<file path="src/include/memref_params.svh">
`ifndef MEMREF_PARAMS_SVH
`define MEMREF_PARAMS_SVH
// Word layout, bit 11 is the most significant
`define WORD_W 12
`define OP_HI 11
`define OP_LO 9
`define ZERO_WORD 12'h000
`define ONE_WORD 12'h001
// Operation codes
`define OP_AND 3'h0
`define OP_TWOS_ADD 3'h1
`define OP_INCREMENT_SKIP_ZERO 3'h2
`define OP_DEPOSIT_CLEAR 3'h3
`define OP_SUBROUTINE_CALL 3'h4
`define OP_JUMP_DIRECT 3'h5
`define OP_LAST_MEMREF 3'h5
// Execution times in ns and the clock period
`define CLK_PERIOD_NS 100
`define LONG_TIME_NS 3000
`define SHORT_TIME_NS 1500
`define LONG_CYCLES ((`LONG_TIME_NS + `CLK_PERIOD_NS - 1) / `CLK_PERIOD_NS)
`define SHORT_CYCLES ((`SHORT_TIME_NS + `CLK_PERIOD_NS - 1) / `CLK_PERIOD_NS)
// Count value at which the wait state hands over to the done state
`define DONE_AT_CNT 6'h02
`endif

</file>
<file path="src/include/memref_pkg.sv">
package memref_pkg;
	// Decoded instruction handed to execution
	typedef struct packed {
		logic [2:0] opcode;
		logic memref;
		logic augmented;
	} decode_type;
	// Memory request toward core
	typedef struct packed {
		logic rd;
		logic wr;
		logic [11:0] addr;
		logic [11:0] wdata;
	} mem_req_type;
	typedef enum logic [3:0] {
		ST_IDLE = 4'h1,
		ST_READ = 4'h2,
		ST_WAIT = 4'h4,
		ST_DONE = 4'h8
	} exec_state_type;
endpackage

</file>
<file path="src/core/op_decode.sv">
`timescale 1ns/1ns
`default_nettype none
`include "memref_params.svh"
module op_decode (
	input wire logic [`WORD_W-1:0] instr,
	output memref_pkg::decode_type dec
);
	import memref_pkg::*;
	// Opcode lives in the top three bits
	always_comb begin
		dec.opcode = instr[`OP_HI:`OP_LO]; // RQ2
		dec.memref = (dec.opcode <= `OP_LAST_MEMREF); // RQ3
		dec.augmented = ~dec.memref; // RQ4
	end
endmodule // op_decode
`default_nettype wire

</file>
<file path="src/core/memref_instruction_exec.sv">
`timescale 1ns/1ns
`default_nettype none
`include "memref_params.svh"
// Summary of operation
// RQ1 - Instructions and data are single twelve-bit words.
// RQ2 - Opcode comes from the three most significant instruction bits.
// RQ3 - Opcodes 0 to 5 access memory at the effective address; opcode 5 issues no read or write here.
// RQ4 - Opcodes 6 and 7 are flagged augmented and handed elsewhere.
// RQ5 - Opcode 0 ANDs memory into the work register, 3.0 us.
// RQ6 - Opcode 1 adds memory to work register, carry toggles link.
// RQ7 - Opcode 2 increments memory, writes back, skips when result is zero.
// RQ8 - Opcode 3 stores work register to memory then clears it.
// RQ9 - Opcode 4 stores return address, jumps to address plus one.
// RQ10 - Opcode 5 loads program counter with address, 1.5 us.
// RQ11 - Effective address arrives from outside; bit 11 is most significant.
module memref_instruction_exec (
	input wire logic clk,
	input wire logic rst_b,
	input wire logic start,
	input wire logic [`WORD_W-1:0] instr,
	input wire logic [`WORD_W-1:0] eff_addr,
	input wire logic [`WORD_W-1:0] pc_in,
	input wire logic [`WORD_W-1:0] work_register_in,
	input wire logic link_in,
	input wire logic [`WORD_W-1:0] mem_rdata,
	output memref_pkg::mem_req_type mem_req,
	output logic [`WORD_W-1:0] work_register,
	output logic [`WORD_W-1:0] pc_out,
	output logic link,
	output logic done,
	output logic augmented,
	output logic busy
);
	import memref_pkg::*;

	// ****************************************
	// Decode
	// ****************************************
	decode_type dec;
	exec_state_type state_ff, nxt_state;
	logic [2:0] op_ff;
	logic [`WORD_W-1:0] addr_ff;
	logic [5:0] cnt_ff;
	logic [`WORD_W:0] sum;
	logic [`WORD_W-1:0] inc;
	logic [`WORD_W-1:0] data_ff;

	op_decode op_decode_i (
		.instr(instr),
		.dec(dec)
	);
	assign augmented = start & dec.augmented; // RQ4
	assign busy = (state_ff != ST_IDLE);
	assign sum = {1'b0, work_register} + {1'b0, data_ff}; // RQ6
	assign inc = data_ff + `ONE_WORD; // RQ7

	// ****************************************
	// Sequencer
	// ****************************************
	// One read cycle except for jump direct, then wait out the documented instruction time
	always_comb begin
		nxt_state = state_ff;
		case (state_ff)
			ST_IDLE: begin
				if (start && dec.memref) begin
					nxt_state = (dec.opcode == `OP_JUMP_DIRECT) ? ST_WAIT : ST_READ;
				end
			end
			ST_READ: begin
				nxt_state = ST_WAIT;
			end
			ST_WAIT: begin
				if (cnt_ff <= `DONE_AT_CNT) begin
					nxt_state = ST_DONE;
				end
			end
			ST_DONE: begin
				nxt_state = ST_IDLE;
			end
			default: begin
				nxt_state = ST_IDLE;
			end
		endcase
	end

	always_ff @(posedge clk) begin
		if (!rst_b) begin
			state_ff <= ST_IDLE;
		end else begin
			state_ff <= nxt_state;
		end
	end

	// Cycle budget: total time covers start to done inclusive
	always_ff @(posedge clk) begin
		if (!rst_b) begin
			cnt_ff <= 6'h00;
		end else if (state_ff == ST_IDLE && start && dec.memref) begin
			if (dec.opcode == `OP_JUMP_DIRECT) begin
				cnt_ff <= 6'(`SHORT_CYCLES - 1); // RQ10
			end else begin
				cnt_ff <= 6'(`LONG_CYCLES - 1); // RQ5
			end
		end else if (cnt_ff != 6'h00) begin
			cnt_ff <= cnt_ff - 6'h01;
		end
	end

	// Latch instruction fields; address comes from address formation
	always_ff @(posedge clk) begin
		if (!rst_b) begin
			op_ff <= 3'h0;
			addr_ff <= `ZERO_WORD;
			data_ff <= `ZERO_WORD;
		end else if (state_ff == ST_IDLE && start) begin
			op_ff <= dec.opcode;
			addr_ff <= eff_addr; // RQ11
		end else if (state_ff == ST_READ) begin
			data_ff <= mem_rdata; // RQ1
		end
	end

	// ****************************************
	// Memory access
	// ****************************************
	// Read is issued at the start; write lands in the done cycle
	always_ff @(posedge clk) begin
		if (!rst_b) begin
			mem_req <= '0;
		end else begin
			mem_req.rd <= (state_ff == ST_IDLE) && start && dec.memref &&
				(dec.opcode != `OP_JUMP_DIRECT); // RQ3
			mem_req.wr <= 1'b0;
			if (state_ff == ST_IDLE && start) begin
				mem_req.addr <= eff_addr;
			end
			if (nxt_state == ST_DONE && state_ff == ST_WAIT) begin
				case (op_ff)
					`OP_INCREMENT_SKIP_ZERO: begin
						mem_req.wr <= 1'b1;
						mem_req.wdata <= inc; // RQ7
					end
					`OP_DEPOSIT_CLEAR: begin
						mem_req.wr <= 1'b1;
						mem_req.wdata <= work_register; // RQ8
					end
					`OP_SUBROUTINE_CALL: begin
						mem_req.wr <= 1'b1;
						mem_req.wdata <= pc_out; // RQ9
					end
					default: begin
						mem_req.wr <= 1'b0;
					end
				endcase
			end
		end
	end

	// ****************************************
	// Architectural results
	// ****************************************
	// Registers are loaded from the caller at start, updated at completion
	always_ff @(posedge clk) begin
		if (!rst_b) begin
			work_register <= `ZERO_WORD;
			pc_out <= `ZERO_WORD;
			link <= 1'b0;
			done <= 1'b0;
		end else begin
			done <= (nxt_state == ST_DONE) && (state_ff == ST_WAIT);
			if (state_ff == ST_IDLE && start) begin
				work_register <= work_register_in;
				pc_out <= pc_in;
				link <= link_in;
			end else if (state_ff == ST_WAIT && nxt_state == ST_DONE) begin
				case (op_ff)
					`OP_AND: work_register <= work_register & data_ff; // RQ5
					`OP_TWOS_ADD: begin
						work_register <= sum[`WORD_W-1:0]; // RQ6
						link <= link ^ sum[`WORD_W]; // RQ6
					end
					`OP_INCREMENT_SKIP_ZERO: begin
						if (inc == `ZERO_WORD) begin
							pc_out <= pc_out + `ONE_WORD; // RQ7
						end
					end
					`OP_DEPOSIT_CLEAR: work_register <= `ZERO_WORD; // RQ8
					`OP_SUBROUTINE_CALL: pc_out <= addr_ff + `ONE_WORD; // RQ9
					`OP_JUMP_DIRECT: pc_out <= addr_ff; // RQ10
					default: pc_out <= pc_out;
				endcase
			end
		end
	end

	// ****************************************
	// Checks
	// ****************************************
	// Reads zero in the cycle after the taking edge, so the done cycle shows the budget minus two
	logic [5:0] run_cnt_ff;
	always_ff @(posedge clk) begin
		if (!rst_b || state_ff == ST_IDLE) begin
			run_cnt_ff <= 6'h00;
		end else begin
			run_cnt_ff <= run_cnt_ff + 6'h01;
		end
	end

	long_time_a: assert property (@(posedge clk) disable iff (!rst_b)
		done && op_ff != `OP_JUMP_DIRECT |-> run_cnt_ff == 6'(`LONG_CYCLES - 2)) // RQ5
		else $error("memory op time wrong");
	short_time_a: assert property (@(posedge clk) disable iff (!rst_b)
		done && op_ff == `OP_JUMP_DIRECT |-> run_cnt_ff == 6'(`SHORT_CYCLES - 2)) // RQ10
		else $error("jump time wrong");
	aug_no_mem_a: assert property (@(posedge clk) disable iff (!rst_b)
		state_ff == ST_IDLE && start && dec.augmented |=> !busy && !mem_req.rd) // RQ4
		else $error("augmented opcode started memory cycle");
	read_issue_a: assert property (@(posedge clk) disable iff (!rst_b)
		state_ff == ST_IDLE && start && dec.memref && dec.opcode != `OP_JUMP_DIRECT |=> mem_req.rd) // RQ3
		else $error("memory read missing");
	and_result_a: assert property (@(posedge clk) disable iff (!rst_b)
		done && op_ff == `OP_AND |-> work_register == ($past(work_register) & data_ff) && !mem_req.wr) // RQ5
		else $error("AND result wrong");
	add_link_a: assert property (@(posedge clk) disable iff (!rst_b)
		done && op_ff == `OP_TWOS_ADD |-> link == ($past(link) ^ $past(sum[`WORD_W]))) // RQ6
		else $error("link toggle wrong");
	isz_write_a: assert property (@(posedge clk) disable iff (!rst_b)
		done && op_ff == `OP_INCREMENT_SKIP_ZERO |-> mem_req.wr && mem_req.wdata == data_ff + `ONE_WORD) // RQ7
		else $error("increment write wrong");
	deposit_clear_a: assert property (@(posedge clk) disable iff (!rst_b)
		done && op_ff == `OP_DEPOSIT_CLEAR |-> work_register == `ZERO_WORD && mem_req.wdata == $past(work_register)) // RQ8
		else $error("deposit clear wrong");
	call_target_a: assert property (@(posedge clk) disable iff (!rst_b)
		done && op_ff == `OP_SUBROUTINE_CALL |-> pc_out == addr_ff + `ONE_WORD && mem_req.wdata == $past(pc_out)) // RQ9
		else $error("call target wrong");
	jump_target_a: assert property (@(posedge clk) disable iff (!rst_b)
		done && op_ff == `OP_JUMP_DIRECT |-> pc_out == addr_ff && !mem_req.wr) // RQ10
		else $error("jump target wrong");

	add_seen_c: cover property (@(posedge clk) done && op_ff == `OP_TWOS_ADD && link != $past(link));
	skip_seen_c: cover property (@(posedge clk) done && op_ff == `OP_INCREMENT_SKIP_ZERO && mem_req.wdata == `ZERO_WORD);
	call_seen_c: cover property (@(posedge clk) done && op_ff == `OP_SUBROUTINE_CALL);
	jump_seen_c: cover property (@(posedge clk) done && op_ff == `OP_JUMP_DIRECT);
endmodule // memref_instruction_exec
`default_nettype wire

</file>
<file path="config.mk">
export PLATFORM = sky130hd
export DESIGN_NAME = memref_instruction_exec
export DESIGN_NICKNAME = d
export VERILOG_FILES = /design/src/include/memref_pkg.sv /design/src/core/op_decode.sv /design/src/core/memref_instruction_exec.sv
export VERILOG_INCLUDE_DIRS = /design/src /design/src/include
export SDC_FILE = /design/constraint.sdc
export NUM_CORES = 1
export LEC_CHECK = 0
export BUFFER_PORTS_ARGS = -buffer_cell sky130_fd_sc_hd__clkbuf_2
export CORE_MARGIN = 8
export CORE_UTILIZATION = 30
export DETAILED_ROUTE_END_ITERATION = 10
export PLACE_DENSITY = 0.51
export SLEW_MARGIN = 20
export SYNTH_ARGS = -nofsm -noshare
export SYNTH_HDL_FRONTEND = slang
export SYNTH_HIERARCHICAL = 1
export SYNTH_SLANG_ARGS = --single-unit
export TNS_END_PERCENT = 5
</file>
<file path="constraint.sdc">
create_clock -name clk -period 2.6 [get_ports clk]
set_input_delay 0.52 -clock clk [delete_from_list [all_inputs] [get_ports clk]]
set_output_delay 0.52 -clock clk [all_outputs]
set_load 0.02 [all_outputs]
</file>
==> reports/qor_table.md, run 1 <==
| Quantity | This run |
|:---|:---|
| Number of warnings issued by yosys | 6 |
| Via Count | 5,084 |
| Yosys reg bits | 77 |
| Final antenna-violating net count | 0 |
| Type of origin of the critical path | flip-flop |
| Syn avg cell area | 7.75 um^2 |
| Cell type with the highest aggregate area in the netlist | sky130_fd_sc_hd__dfxtp_1 |
| Post-route core utilization | 0.393 |
| Highest net fanout along the worst path | 7 |
| Yosys top cell area share | 0.317 |
| Number of buffers on the longest clock path | 2 |
| Arrival time at the worst endpoint | 2.72 ns |
| Number of nets in the layout | 838 |
| Global-route wire length before repair | 26,700 um |
| Longest individual stage delay on the worst path | 0.46 ns |
| Total CTS buffers | 9 |
| Final hold violations | 0 |
| Peak supply drop | 0.314 mV |
| Unrepaired setup endpoints after global routing | true |
| Leakage power of the design | 2.66 nW |
| Worst Hold Class | in -> reg |
| Post-Place Cells | 960 |
| Post-synthesis net count | 711 |
| Worst Setup Path Type | reg -> reg |
| Worst EP required | 2.83 ns |
| Count of buffer and inverter cells on the critical path | 0 |
| Row cnt | 46 |
| List of cells traversed by the critical path | or3b_4 -> nand2_1 -> nand2_1 -> ha_1 -> and4_1 -> and2_1 -> a32oi_2 -> nor2_1 -> xor2_1 -> o21ai_1 -> o211ai_2 |
| Max-slew headroom | 0.479 |
| Critical Path Sink Type | flip-flop |
| CTS root buf | sky130_fd_sc_hd__clkbuf_16 |
| Total wirelength of the detailed-routed design | 17,300 um |
| Number of iterations in the first detailed-routing pass | 7 |
| Count of buffers inserted at the top-level ports | 108 |
| CTS H-Tree Depth | 3 |
| Primary flip-flop cell chosen by synthesis mapping | sky130_fd_sc_hd__dfxtp_1 |
| GR Layer Usage met2 | 0.273 |
| Met3 track demand over resource in global routing | 0.0279 |
| Final Setup Violations | 0 |
| Slowest cell on crit path | sky130_fd_sc_hd__or3b_4 |
| Total congestion overflow | 0 |
| Vertical die dimension | 143 um |
| Global Route Usage Sum | 0.166 |
| Clock Sinks | 77 |
| Largest net degree at the start of global routing | 39 |
| Netlist cell types | 69 |
| Routing usage on met1 | 0.214 |
| Cells taking the most area after synthesis | sky130_fd_sc_hd__dfxtp_1 (32%), sky130_fd_sc_hd__nand2_1 (7.8%), sky130_fd_sc_hd__a21oi_1 (7.2%), sky130_fd_sc_hd__ha_1 (4.6%), sky130_fd_sc_hd__xor2_1 (4.1%) |
| Power Density | 553 mW/mm^2 |
| TritonCTS clock tree | done |
| Gpl congestion | 0.888 |
| Ports | 118 |
| Average routed wire per standard cell | 17.7 um |
| Fmax achieved | 402 MHz |
| First-iteration detailed-routing DRC count | 413 |
| Share of async-settable or async-resettable flops after synthesis | 0 |
| Worst slew pin tran | 0.776 ns |
| Detailed placement HPWL | 13,200 um |
| Vias in the first global route | 4,915 |
| Die Span X | 143 um |
| Placeable core region | 0.0159 mm^2 |
| Synthesized area | 0.00487 mm^2 |
| Finished Layout Cells | 976 |
| Worst-case hold slack | 0.393 ns |
| Share of synthesized area occupied by flip-flops and latches | 0.317 |
| CP top delay family | simple AND/OR/NAND/NOR gates |
| Final design instance area without fill | 0.00624 mm^2 |
| Avg Vias per Cell | 5.21 |
| Final clock period utilization by the worst path | 0.957 |
| Run status | finished, final reports clean |
| Most used cell, CP | sky130_fd_sc_hd__nand2_1 |
| Clock insertion delay at the later pin of the skew report | 0.35 ns |
| Clock slew at reported path FFs | 0.06 ns |
| Antenna Cells | 0 |
| Setup Skew | 0.00984 ns |
| Number of antenna violations at the first check in global routing | 0 |
| Most frequent standard cell in the layout excluding fill and tap cells | sky130_fd_sc_hd__clkbuf_2 |
| DR DRC count | 0 |
| Total Die Area | 0.0206 mm^2 |
| Final min period | 2.49 ns |
| Max-cap violations | 0 |
| Cells after Synth | 628 |
| Top library cells by usage in the layout, fill and taps aside | sky130_fd_sc_hd__clkbuf_2 (108), sky130_fd_sc_hd__nand2_1 (101), sky130_fd_sc_hd__dfxtp_1 (77), sky130_fd_sc_hd__a21oi_1 (70), sky130_fd_sc_hd__buf_4 (52) |
| Effective utilization at floorplan | 0.306 |
| Area Growth Syn to Fin | 28.1% |
| Share of post-route cells with drive strength above 1 | 0.271 |
| Busiest grt layer | met2 |
| Number of flops mapped to enable cells by yosys | 0 |
| Slew Limit Fails | 0 |
| Cell area after placement | 0.00591 mm^2 |
-- registers in the layout, summed over array words and instances (netlist names) --
register / flops
done: 1
data_ff: 12
op_ff: 3
state_ff: 4
link: 1
cnt_ff: 6
work_register: 12
mem_req: 26
pc_out: 12
-- worst min-delay path: stages --
cell and delay, ns:
sky130_fd_sc_hd__clkbuf_2 0.08, sky130_fd_sc_hd__nand2_1 0.04, sky130_fd_sc_hd__a21oi_1 0.05
-- synth_stat cells, types with 5 or more instances --
cell type and number:
sky130_fd_sc_hd__nand2_1 101, sky130_fd_sc_hd__nand3_1 17, sky130_fd_sc_hd__a21oi_1 70, sky130_fd_sc_hd__ha_1 18, sky130_fd_sc_hd__dfxtp_1 77, sky130_fd_sc_hd__xor2_1 23, sky130_fd_sc_hd__a221oi_1 13, sky130_fd_sc_hd__xnor2_1 16
sky130_fd_sc_hd__a211oi_1 15, sky130_fd_sc_hd__and3_1 11, sky130_fd_sc_hd__nor2_1 41, sky130_fd_sc_hd__nand4_1 8, sky130_fd_sc_hd__inv_1 12, sky130_fd_sc_hd__a31oi_1 6, sky130_fd_sc_hd__or3_1 7, sky130_fd_sc_hd__o21ai_0 24
sky130_fd_sc_hd__o211ai_1 8, sky130_fd_sc_hd__mux2i_1 7, sky130_fd_sc_hd__clkbuf_1 35, sky130_fd_sc_hd__and2_1 6, sky130_fd_sc_hd__nor2b_1 5, sky130_fd_sc_hd__nor3_1 16
-- through the flow --
step | setup slack [ns] | TNS [ns] | total power, mW
finish | 0.111 | 0 | 3.45
global placement | 0.0373 | 0 | 2.24
floorplan | 0.0515 | 0 | 1.94
global route | -0.0289 | -0.0299 | 3.63
detailed placement | 0.0217 | 0 | 2.27
CTS | 0.0139 | 0 | 3.49
-- metal layers --
metal	vias to the layer above	wire (um)
met5	-	0
met2	127	8020
met3	19	962
met4	0	286
li1	2528	-
met1	2410	7990
-- final timing paths --
kind | startpoint | endpoint | slack [ns] | cells after the start
setup reg to reg | op_ff[0] | pc_out[6] | 0.11 | 11
setup / recovery | op_ff[0] | pc_out[6] | 0.11 | 11
hold reg to reg | link | link | 0.52 | 2
hold / removal | eff_addr[5] | mem_req[17] | 0.39 | 3
-- timing repair --
| action | in CTS | in global routing |
|---|---|---|
| endpoints found under the setup margin | 0 | 12 |
| gates resized for setup | 0 | 12 |
| hold buffers | 0 | 0 |
| buffers inserted | 0 | 0 |
-- final cells by class --
cell class	instances	area, um^2
Clock inverter	4	22.5
Sequential cell	77	1540
Inverter	13	48.8
Multi-Input combinational cell	493	3150
Tap cell	216	270
Timing Repair Buffer	161	951
Clock buffer	12	256
Fill cell	1733	9650
-- where the power goes --
| group | switching (mW) | internal [mW] | total [mW] |
|---|---|---|---|
| combinational | 0.497 | 0.351 | 0.848 |
| clock | 0.506 | 0.694 | 1.20 |
| sequential | 0.125 | 1.28 | 1.40 |
| total | 1.13 | 2.32 | 3.45 |
-- cells by family after synthesis --
logic type	Yosys count	synth area share
simple gates	243	0.244
compound gates	182	0.248
flops	77	0.317
buf+inv	58	0.0496
xor+xnor	39	0.0702
fa+ha+maj	19	0.0504
mux	10	0.0213
Note: power is estimated with default switching activity, not from simulation.
==> run 2, diff against run 1 <==
- ABC_AREA: not set -> 1
- PLACE_DENSITY: 0.51 -> 0.5
==> reports/qor_table.md, run 2 <==
| Quantity | This run | Delta |
|:---|:---|:---|
| Average routed wire per standard cell | 15.7 um | was 17.7 um |
| Gpl congestion | 0.883 | was 0.888 |
| Final min period | 2.26 ns | was 2.49 ns |
| Clock Sinks | 77 | unchanged |
| Resized cells post-CTS | 0 | unchanged |
| Max-cap violations | 0 | unchanged |
| Setup Fix Bufs, Post-CTS | 0 | unchanged |
| Unrepaired setup endpoints after global routing | false | was true |
| Number of buffers inserted by hold repair at cts | 0 | unchanged |
| Area share of fa/ha/maj cells after synthesis | 0.0492 | was 0.0504 |
| Setup Skew | 0.00561 ns | was 0.00984 ns |
| Share of synthesized area occupied by flip-flops and latches | 0.309 | was 0.317 |
| Cell type with the highest aggregate area in the netlist | sky130_fd_sc_hd__dfxtp_1 | unchanged |
| Dominant combinational cell family by area after synthesis | simple AND/OR/NAND/NOR gates | was compound AO/OA/AOI/OAI gates |
| Register with the most flip-flops | mem_req | unchanged |
| Worst Hold Endpoint | mem_req[16] | was mem_req[17] |
| Syn avg cell area | 6.53 um^2 | was 7.75 um^2 |
| Arrival time at the worst endpoint | 2.49 ns | was 2.72 ns |
| Max-slew headroom | 0.620 | was 0.479 |
| Longest individual stage delay on the worst path | 0.40 ns | was 0.46 ns |
| Number of warnings issued by yosys | 6 | unchanged |
| Count of buffers inserted at the top-level ports | 108 | unchanged |
| Most used standard cells in the synthesized netlist | sky130_fd_sc_hd__nand2_1 (171), sky130_fd_sc_hd__nor2_1 (91), sky130_fd_sc_hd__dfxtp_1 (77), sky130_fd_sc_hd__inv_1 (69), sky130_fd_sc_hd__a21oi_1 (65) | was sky130_fd_sc_hd__nand2_1 (101), sky130_fd_sc_hd__dfxtp_1 (77), sky130_fd_sc_hd__a21oi_1 (70), sky130_fd_sc_hd__nor2_1 (41), sky130_fd_sc_hd__clkbuf_1 (35) |
| Number of iterations in the first detailed-routing pass | 5 | was 7 |
| End of the worst register-to-register path | work_register[10] | was pc_out[6] |
| Worst Hold Class | in -> reg | unchanged |
| Setup Slack @ Placement | 0.354 ns | was 0.0217 ns |
| Yosys reg bits | 77 | unchanged |
| Final antenna-violating net count | 0 | unchanged |
| Avg Vias per Cell | 4.82 | was 5.21 |
| Placeable core region | 0.0164 mm^2 | was 0.0159 mm^2 |
| Met3 track demand over resource in global routing | 0.0492 | was 0.0279 |
| Slowest cell on crit path | sky130_fd_sc_hd__fa_1 | was sky130_fd_sc_hd__or3b_4 |
| Share of synthesized area spent on multiplexers | 0 | was 0.0213 |
| Effective utilization at floorplan | 0.304 | was 0.306 |
| Startpoint of the lowest-slack register-to-register path | data_ff[0] | was op_ff[0] |
| Vias in the first global route | 5,038 | was 4,915 |
| Path depth of the worst reg2reg path | 12 | was 11 |
| Post-synthesis net count | 846 | was 711 |
| Critical Path Sink Type | flip-flop | unchanged |
| Worst slew pin tran | 0.570 ns | was 0.776 ns |
| Total Die Area | 0.0210 mm^2 | was 0.0206 mm^2 |
| DR DRC count | 0 | unchanged |
| Final clock period utilization by the worst path | 0.867 | was 0.957 |
| Netlist cell types | 46 | was 69 |
| Yosys top cell area share | 0.309 | was 0.317 |
| Run status | finished, final reports clean | unchanged |
| List of cells traversed by the critical path | ha_1 -> inv_1 -> fa_1 -> nand3b_1 -> nand2_1 -> a21boi_0 -> o21bai_1 -> nand2_1 -> nand2_1 -> nor2_1 -> o21ai_0 -> a21oi_1 | was or3b_4 -> nand2_1 -> nand2_1 -> ha_1 -> and4_1 -> and2_1 -> a32oi_2 -> nor2_1 -> xor2_1 -> o21ai_1 -> o211ai_2 |
| Final Setup Violations | 0 | unchanged |
| CTS H-Tree Depth | 3 | unchanged |
| Clock insertion delay at the later pin of the skew report | 0.35 ns | about the same |
| Largest register FFs | 26 | unchanged |
| Number of flops mapped to enable cells by yosys | 0 | unchanged |
| Antenna Cells | 0 | unchanged |
| Top library cells by usage in the layout, fill and taps aside | sky130_fd_sc_hd__nand2_1 (171), sky130_fd_sc_hd__clkbuf_2 (108), sky130_fd_sc_hd__nor2_1 (91), sky130_fd_sc_hd__dfxtp_1 (77), sky130_fd_sc_hd__inv_1 (69) | was sky130_fd_sc_hd__clkbuf_2 (108), sky130_fd_sc_hd__nand2_1 (101), sky130_fd_sc_hd__dfxtp_1 (77), sky130_fd_sc_hd__a21oi_1 (70), sky130_fd_sc_hd__buf_4 (52) |
| Number of nets in the layout | 951 | was 838 |
| Reg2reg setup slack | 0.34 ns | was 0.11 ns |
| Routing usage on met1 | 0.222 | was 0.214 |
| Slew Limit Fails | 0 | unchanged |
| Post-synthesis xor/xnor area fraction | 0.0123 | was 0.0702 |
| Post-route core utilization | 0.369 | was 0.393 |
| Die Span X | 145 um | was 143 um |
| Most used cell, CP | sky130_fd_sc_hd__nand2_1 | unchanged |
| Final hold violations | 0 | unchanged |
| Via Count | 5,260 | was 5,084 |
| Peak supply drop | 0.366 mV | was 0.314 mV |
| Global-route wire length before repair | 27,200 um | was 26,700 um |
| Total power after layout | 3.61 mW | was 3.45 mW |
| Total wirelength of the detailed-routed design | 17,200 um | was 17,300 um |
| Largest net degree at the start of global routing | 58 | was 39 |
| Cells taking the most area after synthesis | sky130_fd_sc_hd__dfxtp_1 (31%), sky130_fd_sc_hd__nand2_1 (13%), sky130_fd_sc_hd__nor2_1 (6.9%), sky130_fd_sc_hd__a21oi_1 (6.5%), sky130_fd_sc_hd__o21ai_0 (5.7%) | was sky130_fd_sc_hd__dfxtp_1 (32%), sky130_fd_sc_hd__nand2_1 (7.8%), sky130_fd_sc_hd__a21oi_1 (7.2%), sky130_fd_sc_hd__ha_1 (4.6%), sky130_fd_sc_hd__xor2_1 (4.1%) |
| Highest net fanout along the worst path | 4 | was 7 |
| Ports | 118 | unchanged |
| Worst hold path stage count | 3 | unchanged |
| CTS root buf | sky130_fd_sc_hd__clkbuf_16 | unchanged |
| Post-Synth Simple-Gate Area | 0.315 | was 0.244 |
| Busiest grt layer | met2 | unchanged |
| Leakage power of the design | 2.71 nW | was 2.66 nW |
| Number of buffers on the longest clock path | 2 | unchanged |
| Most frequently used cell type in the post-synthesis netlist | sky130_fd_sc_hd__nand2_1 | unchanged |
| Cells after Synth | 763 | was 628 |
| Worst-case hold slack | 0.398 ns | was 0.393 ns |
| Vertical die dimension | 145 um | was 143 um |
| Detailed placement HPWL | 13,300 um | was 13,200 um |
| Most frequent standard cell in the layout excluding fill and tap cells | sky130_fd_sc_hd__nand2_1 | was sky130_fd_sc_hd__clkbuf_2 |
| Share of async-settable or async-resettable flops after synthesis | 0 | unchanged |
| Synthesized area | 0.00498 mm^2 | was 0.00487 mm^2 |
| Global Route Usage Sum | 0.168 | was 0.166 |
| Share of post-route cells with drive strength above 1 | 0.212 | was 0.271 |
| Area Growth Syn to Fin | 21.5% | was 28.1% |
| Worst min-delay path startpoint | eff_addr[4] | was eff_addr[5] |
| Worst Setup Path Type | reg -> reg | unchanged |
| GR Layer Usage met2 | 0.268 | was 0.273 |
| TritonCTS clock tree | done | unchanged |
| First-iteration detailed-routing DRC count | 320 | was 413 |
| Clock slew at reported path FFs | 0.06 ns | about the same |
| Number of antenna violations at the first check in global routing | 0 | unchanged |
| Smallest setup slack after layout | 0.345 ns | was 0.111 ns |
| Primary flip-flop cell chosen by synthesis mapping | sky130_fd_sc_hd__dfxtp_1 | unchanged |
| Row cnt | 47 | was 46 |
| Total CTS buffers | 9 | unchanged |
| Power Density | 596 mW/mm^2 | was 553 mW/mm^2 |
| TNS Setup | 0 ns | unchanged |
| Total congestion overflow | 0 | unchanged |
| Type of origin of the critical path | flip-flop | unchanged |
| Fmax achieved | 443 MHz | was 402 MHz |
| Worst EP required | 2.83 ns | about the same |
| Synthesized-area fraction occupied by ao, oa, aoi and oai cells | 0.219 | was 0.248 |
[run 2: cell types whose count changed in the layout (fill, tap and decap cells not counted), sizes merged, moves of 17 or more]
cell	previous run	this run
nand2	101	179
inv	13	83
o21ai	26	89
nor2	41	102
buf	53	16
nand3	17	49
xor2	23	6
[run 2: critical path: cells and delay by family (launching register included)]
kind | cells | cell delay [ns]
flip-flops | 1 | 0.37
adder cells (fa/ha/maj) | 2 | 0.63
AO/OA/AOI/OAI | 4 | 0.62
AND/OR/NAND/NOR | 5 | 0.46
buffers and inverters | 1 | 0.07
[run 2: power breakdown]
| group | switching [mW] | leakage, nW | internal, mW |
|---|---|---|---|
| Clock | 0.531 | 0.141 | 0.738 |
| Sequential | 0.108 | 0.630 | 1.29 |
| Combinational | 0.618 | 1.93 | 0.327 |
| Total | 1.26 | 2.71 | 2.35 |
[run 2: cell type report]
cell class / count / area, um^2
fill: 1823 / 10400
multi-input combinational: 573 / 2970
sequential: 77 / 1540
timing repair buffer: 124 / 661
inverter: 83 / 314
tap: 220 / 275
clock buffer: 9 / 225
clock inverter: 6 / 65.1
[run 2: per-layer routing]
| layer | share of wire | vias to the layer above |
|---|---|---|
| met3 | 0.065 | 14 |
| met2 | 0.45 | 123 |
| met5 | 0 | - |
| li1 | - | 2743 |
| met4 | 0.0077 | 0 |
| met1 | 0.47 | 2380 |
[run 2: how the worst max path moves through the flow]
stage                           from                end  slack (ns)  depth (start not counted)
floorplan           work_register[0]  work_register[10]        0.45                         12
global placement          data_ff[1]         pc_out[10]        0.39                         16
detailed placement  work_register[0]  work_register[10]        0.35                         12
CTS                 work_register[0]  work_register[10]        0.34                         12
global route        work_register[0]   work_register[8]        0.09                         12
finish                    data_ff[0]  work_register[10]        0.34                         12
[run 2: logic make-up (layout without fill, tap and decap cells)]
family | after synthesis | count (layout)
flops | 77 | 77
compound gates | 192 | 192
buf+inv | 113 | 222
simple gates | 355 | 355
xor+xnor | 7 | 7
fa+ha+maj | 19 | 19
[run 2: through the flow]
step | std cells | instance area, um^2
floorplan | 763 | 4980
global placement | 1077 | 5760
detailed placement | 1077 | 5760
CTS | 1092 | 6050
global route | 1092 | 6050
finish | 1092 | 6050
